## config.mk

```make
export PLATFORM = sky130hd
export DESIGN_NAME = regbank
export DESIGN_NICKNAME = d
export VERILOG_FILES = /design/src/verilog/regbank.v
export VERILOG_INCLUDE_DIRS = /design/src /design/src/verilog
export SDC_FILE = /design/constraint.sdc
export NUM_CORES = 1
export LEC_CHECK = 0
export BUFFER_PORTS_ARGS = -buffer_cell sky130_fd_sc_hd__buf_2
export CORE_MARGIN = 1
export CORE_UTILIZATION = 55
export CTS_BUF_LIST = sky130_fd_sc_hd__clkbuf_2 sky130_fd_sc_hd__clkbuf_4 sky130_fd_sc_hd__clkbuf_8
export DETAILED_ROUTE_END_ITERATION = 8
export PLACE_DENSITY = 0.8
export SETUP_SLACK_MARGIN = 0.02
export SLEW_MARGIN = 20
export SYNTH_ARGS = -nofsm -noshare
export SYNTH_HDL_FRONTEND = slang
export SYNTH_SLANG_ARGS = --single-unit
```

## constraint.sdc

```tcl
create_clock -name clk_in -period 5.1 [get_ports clk_in]
set_input_delay 0 -clock clk_in [delete_from_list [all_inputs] [get_ports clk_in]]
set_output_delay 0 -clock clk_in [all_outputs]
set_load 0.01 [all_outputs]
```

## src/verilog/regbank_defs.vh

```
// register map, field positions, reset values and timing counts of the regulator register bank
`ifndef REGBANK_DEFS_VH
`define REGBANK_DEFS_VH
`define ADDR_BANK_ZERO    8'h00
`define ADDR_BANK_ONE     8'h01
`define ADDR_CONTROL      8'h02
`define ADDR_IDENT_ONE    8'h03
`define ADDR_IDENT_TWO    8'h04
`define ADDR_STATUS       8'h05
`define BANK_EN_BIT       7
`define BANK_MODE_BIT     6
`define BANK_CODE_MSB     5
`define CTRL_DISCH_BIT    7
`define CTRL_SLEW_MSB     6
`define CTRL_SLEW_LSB     4
`define CTRL_SRST_BIT     2
`define STAT_POWER_GOOD_FLAG_BIT    7
`define BANK_EN_RESET     1'h1
`define BANK_MODE_RESET   1'h0
`define BANK_CODE_RESET   6'h17
`define CTRL_DISCH_RESET  1'h1
`define CTRL_SLEW_RESET   3'h0
`define SOFT_START_US     300
`define CLK_MHZ           20
`define SOFT_START_CYCLES (`SOFT_START_US * `CLK_MHZ)
`endif
```

## src/verilog/regbank.v

```verilog
// register bank of an i2c-controlled step-down regulator
`timescale 1ns/100ps
// ==========================================================================
// Notes on behaviour
// - bank bit 7 is software enable, default 1; enable pin low forces output off
// - bank bit 6 selects light-load mode, default 0; 1 forces continuous pwm
// - bank bits 5:0 hold linear voltage code, 0.7125V plus 12.5mV per step
// - voltage code of both banks resets to 010111, meaning 1.0V
// - with enable pin high, select pin picks which bank's enable decides
// - control bit 7 enables output discharge, reset value 1
// - control bits 6:4 set rising slew interval, 0.15us doubling per code
// - reserved bits always read back as zero
// - writing 1 to control bit 2 returns both banks and the control register to defaults
// - first id register is read-only vendor and option codes
// - second id register is read-only mask revision code
// - status bit 7 is 1 once enabled and soft-start finished
`include "regbank_defs.vh"

module regbank #(
  parameter [2:0]  VENDOR_CODE        = 3'h5,   // arbitrary value
  parameter [3:0]  option_code        = 4'h3,   // arbitrary value
  parameter [3:0]  mask_revision_code = 4'h2,   // arbitrary value
  parameter [31:0] SOFT_START_CYCLES  = `SOFT_START_CYCLES
) (
  input  wire       clk_in,
  input  wire       rst_in,
  input  wire       clk_en_in,
  input  wire       wr_en_in,
  input  wire [7:0] addr_in,
  input  wire [7:0] wr_data_in,
  output reg  [7:0] rd_data_out,
  input  wire       hw_enable_pin_in,
  input  wire       bank_select_pin_in,
  output wire       output_on_out,
  output wire       light_load_forced_pwm_out,
  output wire [5:0] voltage_code_out,
  output wire       discharge_enable_out,
  output wire [2:0] slew_code_out
);

  // ========================================================================
  // pin synchronisers: three stages per pin, change accepted when stages 2 and 3 agree
  // a lone disagreeing sample never matches the stage beside it and is dropped, so a late settle in
  // stage 2 never reaches the output steering
  // index 0 carries the enable pin, index 1 the bank select pin
  wire [1:0] pin_raw = {bank_select_pin_in, hw_enable_pin_in};
  wire [1:0] pin_seen;

  genvar g;
  generate
    for (g = 0; g < 2; g = g + 1) begin : pin_sync
      reg [2:0] stage_q;
      reg       seen_q;

      always @(posedge clk_in) begin
        if (rst_in) begin
          stage_q <= 3'h0;
          seen_q  <= 1'h0;
        end else if (clk_en_in) begin
          stage_q <= {stage_q[1:0], pin_raw[g]};
          if (stage_q[1] == stage_q[2])
            seen_q <= stage_q[2];
        end
      end

      assign pin_seen[g] = seen_q;
    end
  endgenerate

  // filtered pin levels; both reset low, which matches the idle level of the pins
  wire en_pin  = pin_seen[0];
  wire sel_pin = pin_seen[1];

  // ========================================================================
  // registers
  // both banks keep their contents whichever one the select pin chooses,
  // so a host can preload the idle bank and switch voltage with the pin alone
  reg       sw_output_enable_bank_zero_q;
  reg       sw_output_enable_bank_one_q;
  reg       light_load_select_bank_zero_q;
  reg       light_load_select_bank_one_q;
  reg [5:0] voltage_code_bank_zero_q;
  reg [5:0] voltage_code_bank_one_q;
  reg       discharge_q;
  reg [2:0] slew_q;

  // write decode; a control write carrying the soft reset bit has no other effect,
  // and the bit itself is never stored, so it always reads back 0
  wire      wr_take    = clk_en_in && wr_en_in;
  wire      soft_reset = wr_take && (addr_in == `ADDR_CONTROL)
                         && wr_data_in[`CTRL_SRST_BIT];

  always @(posedge clk_in) begin
    if (rst_in || soft_reset) begin
      sw_output_enable_bank_zero_q  <= `BANK_EN_RESET;
      sw_output_enable_bank_one_q   <= `BANK_EN_RESET;
      light_load_select_bank_zero_q <= `BANK_MODE_RESET;
      light_load_select_bank_one_q  <= `BANK_MODE_RESET;
      voltage_code_bank_zero_q      <= `BANK_CODE_RESET;
      voltage_code_bank_one_q       <= `BANK_CODE_RESET;
      discharge_q                   <= `CTRL_DISCH_RESET;
      slew_q                        <= `CTRL_SLEW_RESET;
    end else if (wr_take) begin
      case (addr_in)
        `ADDR_BANK_ZERO: begin
          sw_output_enable_bank_zero_q  <= wr_data_in[`BANK_EN_BIT];
          light_load_select_bank_zero_q <= wr_data_in[`BANK_MODE_BIT];
          voltage_code_bank_zero_q      <= wr_data_in[`BANK_CODE_MSB:0];
        end
        `ADDR_BANK_ONE: begin
          sw_output_enable_bank_one_q   <= wr_data_in[`BANK_EN_BIT];
          light_load_select_bank_one_q  <= wr_data_in[`BANK_MODE_BIT];
          voltage_code_bank_one_q       <= wr_data_in[`BANK_CODE_MSB:0];
        end
        `ADDR_CONTROL: begin
          discharge_q <= wr_data_in[`CTRL_DISCH_BIT];
          slew_q      <= wr_data_in[`CTRL_SLEW_MSB:`CTRL_SLEW_LSB];
        end
        default: begin
        end
      endcase
    end
  end

  // ========================================================================
  // output steering by enable pin and selected bank
  // the enable pin overrides both software enables; with it high the chosen
  // bank alone decides
  wire bank_enable = sel_pin ? sw_output_enable_bank_one_q
                             : sw_output_enable_bank_zero_q;
  assign output_on_out = en_pin && bank_enable;
  assign light_load_forced_pwm_out = sel_pin ? light_load_select_bank_one_q
                                             : light_load_select_bank_zero_q;
  assign voltage_code_out = sel_pin ? voltage_code_bank_one_q
                                    : voltage_code_bank_zero_q;
  assign discharge_enable_out = discharge_q;
  assign slew_code_out        = slew_q;

  // ========================================================================
  // soft-start timer and power-good flag
  // the timer restarts from zero whenever the output goes off, so a short
  // drop of the enable pin sampled low at two enabled edges in a row costs a full soft-start before power good
  // the counter stops once the flag is up, so it cannot wrap
  reg [31:0] ss_count_q;
  reg [31:0] ss_count_d;
  reg        power_good_flag_q;
  reg        power_good_flag_d;

  always @* begin
    ss_count_d        = ss_count_q;
    power_good_flag_d = power_good_flag_q;
    if (!output_on_out) begin
      ss_count_d        = 32'h0;
      power_good_flag_d = 1'h0;
    end else if (!power_good_flag_q) begin
      if (ss_count_q >= SOFT_START_CYCLES - 32'h1)
        power_good_flag_d = 1'h1;
      else
        ss_count_d = ss_count_q + 32'h1;
    end
  end

  always @(posedge clk_in) begin
    if (rst_in) begin
      ss_count_q        <= 32'h0;
      power_good_flag_q <= 1'h0;
    end else if (clk_en_in) begin
      ss_count_q        <= ss_count_d;
      power_good_flag_q <= power_good_flag_d;
    end
  end

  // ========================================================================
  // read data, reserved bits zero
  // the mux is combinational and the port registered, so a read shows the
  // address presented at the previous enabled edge; unmapped addresses read 0
  reg [7:0] rd_data_d;

  always @* begin
    rd_data_d = 8'h00;
    case (addr_in)
      `ADDR_BANK_ZERO: rd_data_d = {sw_output_enable_bank_zero_q,
                                    light_load_select_bank_zero_q,
                                    voltage_code_bank_zero_q};
      `ADDR_BANK_ONE:  rd_data_d = {sw_output_enable_bank_one_q,
                                    light_load_select_bank_one_q,
                                    voltage_code_bank_one_q};
      `ADDR_CONTROL:   rd_data_d = {discharge_q, slew_q, 4'h0};
      `ADDR_IDENT_ONE: rd_data_d = {VENDOR_CODE, 1'h0, option_code};
      `ADDR_IDENT_TWO: rd_data_d = {4'h0, mask_revision_code};
      `ADDR_STATUS:    rd_data_d = {power_good_flag_q, 7'h00};
      default:         rd_data_d = 8'h00;
    endcase
  end

  always @(posedge clk_in) begin
    if (rst_in) begin
      rd_data_out <= 8'h00;
    end else if (clk_en_in) begin
      rd_data_out <= rd_data_d;
    end
  end

endmodule

```

==> metrics.md, run 1 <==
| Metric | Value |
|---|---|
| Launch point of the worst hold path | rst_in |
| Core Box Area | roughly 5100 sq um |
| Wire length of the first global-routing pass | just under 10,000 um |
| Post-route cell area | about 3500 sq um |
| Sequential cell area fraction in the yosys report | approximately 47% |
| Initial antenna violation count | 0 |
| Post-detailed-routing wire length | slightly above 6000 um |
| Max Cap Violations | 0 |
| Number of sinks driven by the clock tree | slightly below 70 |
| Post-placement setup slack | 2968 ps |
| RSZ-0062 raised after global routing | no |
| Vias in the first global route | between 2,000 and 2,500 |
| Hold-critical path endpoint | pin_sync[0].stage_q[0]$_SDFFE_PP0P_ |
| Count of cell types in the netlist | between 40 and 50 |
| Fraction of registers with async set/reset | 0% |
| Maximum buffer depth of the clock tree | 2 |
| All-layer global routing usage | a little under a quarter |
| Pwr Total | roughly 1 mW |
| Final Cycle Share | a little over two fifths |
| H-tree depth | 3 |
| Count of endpoints failing hold in the final timing report | 0 |
| Total of fill cells in the finished design | ~430 |
| Starting density of the core | a little under three fifths |
| Number of iterations in the first detailed-routing pass | 4 |
| Pins Over Slew Limit | 0 |
| Detailed-placement wirelength estimate | between 4000 and 5000 um |
| Clock tree from TritonCTS | built |
| Die outline area | 5642 sq um |
| Hold path depth | 2 |
| Cells after Synth | 310 |
| Average wire per cell in the routed design | 14.01 um |
| Yosys synthesis warning count | 0 |
| Crit path time final | between 2000 and 2500 ps |
| # nets final | roughly 380 |
| Average footprint of a synthesized cell | 9.485 sq um |
| Top cells by instance count after synthesis | 69 x dfxtp_1, 34 x mux2i_1, 32 x nand2_1, 31 x nor2_1, 21 x and2_1 |
| Highest net fanout along the worst path | 8 |
| Clk pin slew, worst setup/hold paths | roughly 80 ps |
| Total standard cell area after synthesis | 2940 sq um |
| R2R Setup Slk | 2930 ps |
| Slew margin rel. | about half |
| Vias per inst | 5.514 |
| Number of synthesized register bits | a little under 70 |
| P_leak | 1.481 nW |
| Worst endpoint required time | between 5000 and 6000 ps |
| Largest net degree at the start of global routing | 26 |
| Number of buffers inserted for hold repair after clock tree synthesis | 10 |
| Final standard cell utilization of the core | about 68% |
| Master cell of the clock root buffer | clkbuf_8 |
| Critical R2R Launch | ss_count_q[0]$_SDFFE_PP0P_ |
| Actual slew at the worst max-slew pin | ~740 ps |
| Most repeated cell in the gate-level netlist after synthesis | dfxtp_1 |
| Buffers on Ports | between 40 and 50 |
| Post-layout worst setup margin | slightly below 3000 ps |
| Standard-cell row count | 26 |
| Share of post-route cells with drive strength above 1 | a little over a fifth |
| Critical path type | reg2reg |
| Worst hold-check path type | in2reg |
| Number of cells on the worst reg-to-reg path | 6 |
| Antenna Cells | 0 |
| Highest Clock Rate | between 400 and 500 MHz |
| Proportion of netlist area held by the largest area contributor | 46.98% |
| Run status | complete, no violations |
| Number of buffers added by the clock tree synthesis step | 9 |
| Area overhead of the layout relative to synthesis | 18.34% |
| Number of resized instances in the post-cts repair step | 0 |
| Setup skew after layout | approximately 13 ps |
| Leading area contributor after synthesis | dfxtp_1 |
| Number of flops mapped to enable cells by yosys | 0 |
| Arr. time, crit path | between 2000 and 2500 ps |
| ANT nets after route | 0 |
| Global placer's final weighted congestion | ~0.80 |
| Post-CTS setup buffer count | 0 |
| Endpoint of the lowest-slack register-to-register path | ss_count_q[9]$_SDFFE_PP0P_ |
| Final routed DRC violation total | 0 |
| Detailed-route via count | roughly 2,400 |
| Overflow left after global routing | 0 |
| Final TNS setup | 0 ps |
| Category of the worst setup path launch point | flop |
| Final setup violating endpoints | 0 |
| Power density cells | between 200 and 300 nW/um^2 |
| Top cells by area, synth | dfxtp_1 47%, mux2i_1 12%, and2_1 4.5% |
| Chip Height | around 75 um |
| Kind of capture point of the worst setup path | flop |
| Post-synthesis net count | 333 |
| Horizontal extent of the die | 75.12 um |
| VDD IR max | 232.4 uV |
| Worst-skew pair later-pin latency | between 300 and 400 ps |
| Count of routing violations after the opening detailed-route iteration | 71 |
| Most used flip-flop cell after synthesis | dfxtp_1 |
| Placed Instance Area | about 3200 sq um |
| Number of top-level pins | 42 |
-- logic make-up after synthesis --
logic type,share of synthesized area (%)
buffers and inverters,2.851
XOR/XNOR,0.2979
flip-flops,46.98
multiplexers,15.79
AND/OR/NAND/NOR,23.49
AO/OA/AOI/OAI,10.17
adder cells (fa/ha/maj),0.4255
-- worst max path at each step --
stage                                      from                    endpoint  slack [ps]  cells past startpoint
detailed placement   ss_count_q[0]$_SDFFE_PP0P_  ss_count_q[9]$_SDFFE_PP0P_        2970                      6
finish               ss_count_q[0]$_SDFFE_PP0P_  ss_count_q[9]$_SDFFE_PP0P_        2930                      6
floorplan            ss_count_q[0]$_SDFFE_PP0P_  ss_count_q[9]$_SDFFE_PP0P_        3030                      6
CTS                  ss_count_q[0]$_SDFFE_PP0P_  ss_count_q[9]$_SDFFE_PP0P_        2940                      6
global placement     ss_count_q[0]$_SDFFE_PP0P_  ss_count_q[9]$_SDFFE_PP0P_        2980                      6
global route        ss_count_q[13]$_SDFFE_PP0P_  ss_count_q[7]$_SDFFE_PP0P_        2810                      5
-- through the flow --
step	hold WS, ps	cells
final	40.15	434
after global routing	46.51	434
after CTS	41.39	434
after detailed placement	241.7	408
after global placement	230.5	408
after floorplan	124.7	310
-- metal layers --
| layer | vias up | share of wire, % | routed length, um | global-route usage, % |
|---|---|---|---|---|
| li1 | 1201 | - | - | - |
| met1 | 1127 | 47 | 2843 | 29.51 |
| met2 | 55 | 46 | 2787 | 37.64 |
| met3 | 10 | 5.2 | 317 | 9.371 |
| met4 | 0 | 2.2 | 132 | 7.966 |
| met5 | - | 0 | 0 | 0 |
-- final cells by class --
cell class                      instances  area [sq um]  share of cell area [%]
Clock buffer                           12         165.2                   4.746
Clock inverter                          4         31.28                  0.8990
Inverter                                5         18.77                  0.5394
Multi-Input combinational cell        221          1475                   42.39
Sequential cell                        69          1381                   39.70
Tap cell                               70         87.58                   2.517
Timing Repair Buffer                   53         320.3                   9.205
-- power breakdown --
group          switching, mW  total (mW)  internal, mW  leakage, nW
Combinational         0.0294      0.0524        0.0230        0.833
Sequential           0.00191       0.543         0.541        0.557
Clock                  0.210       0.427         0.217       0.0908
-- registers in the layout (all words and copies together) (netlist names), 3 cells and up --
| name | count |
|---|---|
| rd_data_out | 8 |
| slew_code_out | 3 |
| voltage_code_bank_zero_q | 6 |
| pin_sync.stage_q | 6 |
| voltage_code_bank_one_q | 6 |
| ss_count_q | 32 |
-- critical path, cell delays in order, from the launching register on --
cell	delay, ps
dfxtp_1	350
ha_1	230
and3_4	180
or3_4	350
a211o_4	380
or4_1	470
a21oi_1	140
-- layout by cell type, fill, tap and decap left out, types with 4 or more instances in the layout --
cell and count:
dfxtp_1 69, buf_2 41, mux2i_1 34, nand2_1 32, nor2_1 31, and2_1 21, clkbuf_8 12, mux2_2 10
a21oi_1 10, o21ai_0 10, dlygate4sd3_1 10, nor4_1 6, a22oi_1 6, inv_1 5, and3_1 5, nand3_1 5
or4_1 5, nor3_1 4, a21o_1 4
Power figures use the tool's default switching activity.
==> run 2: changes to the inputs <==
- CORE_UTILIZATION: 55 -> 53
- PLACE_DENSITY: 0.8 -> 0.81
- clock period: 5.1 -> 1.84 ns (I/O delays scaled with it)
==> metrics.md, run 2 (synthesized netlist as in run 1, its figures left out) <==
| Metric | Value |
|---|---|
| Master cell of the clock root buffer | clkbuf_8 (unchanged) |
| Worst hold-check path type | in2reg (unchanged) |
| Horizontal extent of the die | 76.49 um (was 75.12 um) |
| Wire length of the first global-routing pass | 12,360 um (was 9860 um) |
| R2R Setup Slk | -290 ps (was 2930 ps) |
| Crit path time final | 2127 ps (was 2170 ps) |
| Share of post-route cells with drive strength above 1 | 32.15% (was 21.98%) |
| Chip Height | 76.49 um (was 75.12 um) |
| Pins Over Slew Limit | 0 (unchanged) |
| Starting density of the core | 56.14% (was 57.21%) |
| Number of top-level pins | 42 (unchanged) |
| Initial antenna violation count | 0 (unchanged) |
| Number of cells on the worst reg-to-reg path | 6 (unchanged) |
| Core Box Area | 5238 sq um (was 5140 sq um) |
| CP bufs+invs | 0 (unchanged) |
| Kind of capture point of the worst setup path | flop (unchanged) |
| Actual slew at the worst max-slew pin | 777.2 ps (was 735.9 ps) |
| Detailed-route via count | 2,693 (was 2,393) |
| Post-detailed-routing wire length | 8201 um (was 6081 um) |
| Final setup violating endpoints | 14 (was 0) |
| Family of cells with the greatest summed delay on the critical path | simple AND/OR/NAND/NOR gates (unchanged) |
| Highest net fanout along the worst path | 3 (was 8) |
| Critical R2R Launch | ss_count_q[1]$_SDFFE_PP0P_ (was ss_count_q[0]$_SDFFE_PP0P_) |
| Leading registers by flop count | ss_count_q x32, rd_data_out x8 (unchanged) |
| Launch point of the worst hold path | wr_en_in (was rst_in) |
| Most common cell after layout, fill and taps aside | dfxtp_1 (unchanged) |
| Highest Clock Rate | 470.1 MHz (was 460.9 MHz) |
| Detailed-placement wirelength estimate | 4606 um (was 4180 um) |
| Max stage delay on crit path | 500 ps (was 470 ps) |
| Flip-flop count of the largest register after layout | 32 (unchanged) |
| Slew margin rel. | 48.19% (was 50.94%) |
| Max Cap Violations | 0 (unchanged) |
| Maximum buffer depth of the clock tree | 2 (unchanged) |
| Category of the worst setup path launch point | flop (unchanged) |
| Min Hold Slack | 39.63 ps (was 40.15 ps) |
| Most frequent cells in the layout | 67 x dfxtp_1, 41 x buf_2, 34 x mux2i_1 (was 69 x dfxtp_1, 41 x buf_2, 34 x mux2i_1) |
| Setup skew after layout | 6.892 ps (was 12.98 ps) |
| Clock tree from TritonCTS | built (unchanged) |
| ANT nets after route | 0 (unchanged) |
| Buffers on Ports | 41 (unchanged) |
| VDD IR max | 615.3 uV (was 232.4 uV) |
| Global placer's final weighted congestion | 0.8191 (was 0.7976) |
| Worst path cell trace | ha_4, and3_4, or3_4, a211o_4, or4_4, a21oi_2 (was ha_1, and3_4, or3_4, a211o_4, or4_1, a21oi_1) |
| RSZ-0062 raised after global routing | yes (was no) |
| Die outline area | 5850 sq um (was 5642 sq um) |
| Vias per inst | 5.791 (was 5.514) |
| Endpoint of the lowest-slack register-to-register path | ss_count_q[9]$_SDFFE_PP0P_ (unchanged) |
| Antenna Cells | 0 (unchanged) |
| Post-layout worst setup margin | -287.2 ps (was 2930 ps) |
| Hold-critical path endpoint | voltage_code_bank_zero_q[3]$_SDFFE_PP0P_ (was pin_sync[0].stage_q[0]$_SDFFE_PP0P_) |
| Final TNS setup | -2947 ps (was 0 ps) |
| Number of buffers added by the clock tree synthesis step | 9 (unchanged) |
| Clk pin slew, worst setup/hold paths | 80 ps (about the same) |
| Power density cells | 857.7 nW/um^2 (was 293.9 nW/um^2) |
| Instance count after placement with tap cells included | 430 (was 408) |
| Vias in the first global route | 2,659 (was 2,173) |
| Count of routing violations after the opening detailed-route iteration | 164 (was 71) |
| Number of sinks driven by the clock tree | 69 (unchanged) |
| Average wire per cell in the routed design | 17.64 um (was 14.01 um) |
| Most flops, register | ss_count_q (unchanged) |
| Standard-cell row count | 26 (unchanged) |
| Number of iterations in the first detailed-routing pass | 4 (unchanged) |
| Critical path type | reg2reg (unchanged) |
| # nets final | 413 (was 382) |
| Standard cell with the maximum stage delay on the critical path | or4_4 (was or4_1) |
| Worst-skew pair later-pin latency | 360 ps (was 350 ps) |
| Final std cells w/o fill | 465 (was 434) |
| Worst endpoint required time | 2130 ps (was 5370 ps) |
| Area overhead of the layout relative to synthesis | 33.28% (was 18.34%) |
| Largest net degree at the start of global routing | 26 (unchanged) |
| Count of endpoints failing hold in the final timing report | 0 (unchanged) |
| Overflow left after global routing | 0 (unchanged) |
| Final Cycle Share | 115.6% (was 42.54%) |
| Failing checks | setup timing |
| Arr. time, crit path | 2420 ps (was 2440 ps) |
| H-tree depth | 3 (unchanged) |
| Final routed DRC violation total | 0 (unchanged) |
| P_leak | 1.706 nW (was 1.481 nW) |
| Run status | finished with violations (was complete, no violations) |
| Hold path depth | 4 (was 2) |
| Total of fill cells in the finished design | 355 (was 428) |
| All-layer global routing usage | 27.16% (was 23.74%) |
[run 2: per-layer routing]
| layer | wire length [um] | vias to the layer above | global-route usage (%) | share of wire, % |
|---|---|---|---|---|
| met5 | 0 | - | 0 | 0 |
| met4 | 394 | 0 | 16.54 | 4.8 |
| met2 | 4097 | 116 | 46.31 | 50 |
| met3 | 482 | 38 | 9.222 | 5.9 |
| li1 | - | 1259 | - | - |
| met1 | 3226 | 1280 | 28.84 | 39 |
[run 2: stage by stage]
step	setup WS (ps)	total power [mW]	utilization (%)	instance area, sq um
finish	-287.2	3.361	74.82	3919
global route	-306.0	3.447	74.82	3919
CTS	-216.1	3.350	73.72	3861
detailed placement	-245.1	1.682	64.33	3369
global placement	-182.7	1.679	64.33	3369
floorplan	-148.2	1.619	-	2950
[run 2: how the worst max path moves through the flow]
stage | startpoint | to | slack, ps | depth (start not counted)
finish | ss_count_q[1]$_SDFFE_PP0P_ | ss_count_q[9]$_SDFFE_PP0P_ | -290 | 6
global route | ss_count_q[1]$_SDFFE_PP0P_ | ss_count_q[1]$_SDFFE_PP0P_ | -310 | 9
CTS | ss_count_q[1]$_SDFFE_PP0P_ | ss_count_q[9]$_SDFFE_PP0P_ | -220 | 6
detailed placement | ss_count_q[1]$_SDFFE_PP0P_ | ss_count_q[9]$_SDFFE_PP0P_ | -250 | 6
global placement | ss_count_q[1]$_SDFFE_PP0P_ | ss_count_q[9]$_SDFFE_PP0P_ | -180 | 6
floorplan | ss_count_q[1]$_SDFFE_PP0P_ | ss_count_q[9]$_SDFFE_PP0P_ | -150 | 6
[run 2: cell type report]
class | count | area, sq um | share of cell area, %
Multi-Input combinational cell | 221 | 1572 | 40.10
Sequential cell | 69 | 1384 | 35.31
Timing Repair Buffer | 84 | 586.8 | 14.97
Clock inverter | 7 | 146.4 | 3.736
Clock buffer | 9 | 123.9 | 3.161
Tap cell | 70 | 87.58 | 2.235
Inverter | 5 | 18.77 | 0.4789
[run 2: repair_timing]
| action | in CTS | in global routing |
|---|---|---|
| setup buffers | 6 | 2 |
| endpoints found under the setup margin | 10 | 14 |
| endpoints found under the hold margin | 27 | 0 |
| gates resized for setup | 12 | 10 |
| pin swaps | 7 | 8 |
| hold buffers | 11 | 0 |
[run 2: where the power goes]
group          switching, mW  internal, mW
registers            0.00522          1.50
logic                 0.0971        0.0861
clock network          0.627          1.05
[run 2: tightest hold or removal path, stage by stage]
cell and delay, ps:
buf_2 110, nand3b_1 110, mux2i_1 80, nor2_1 70
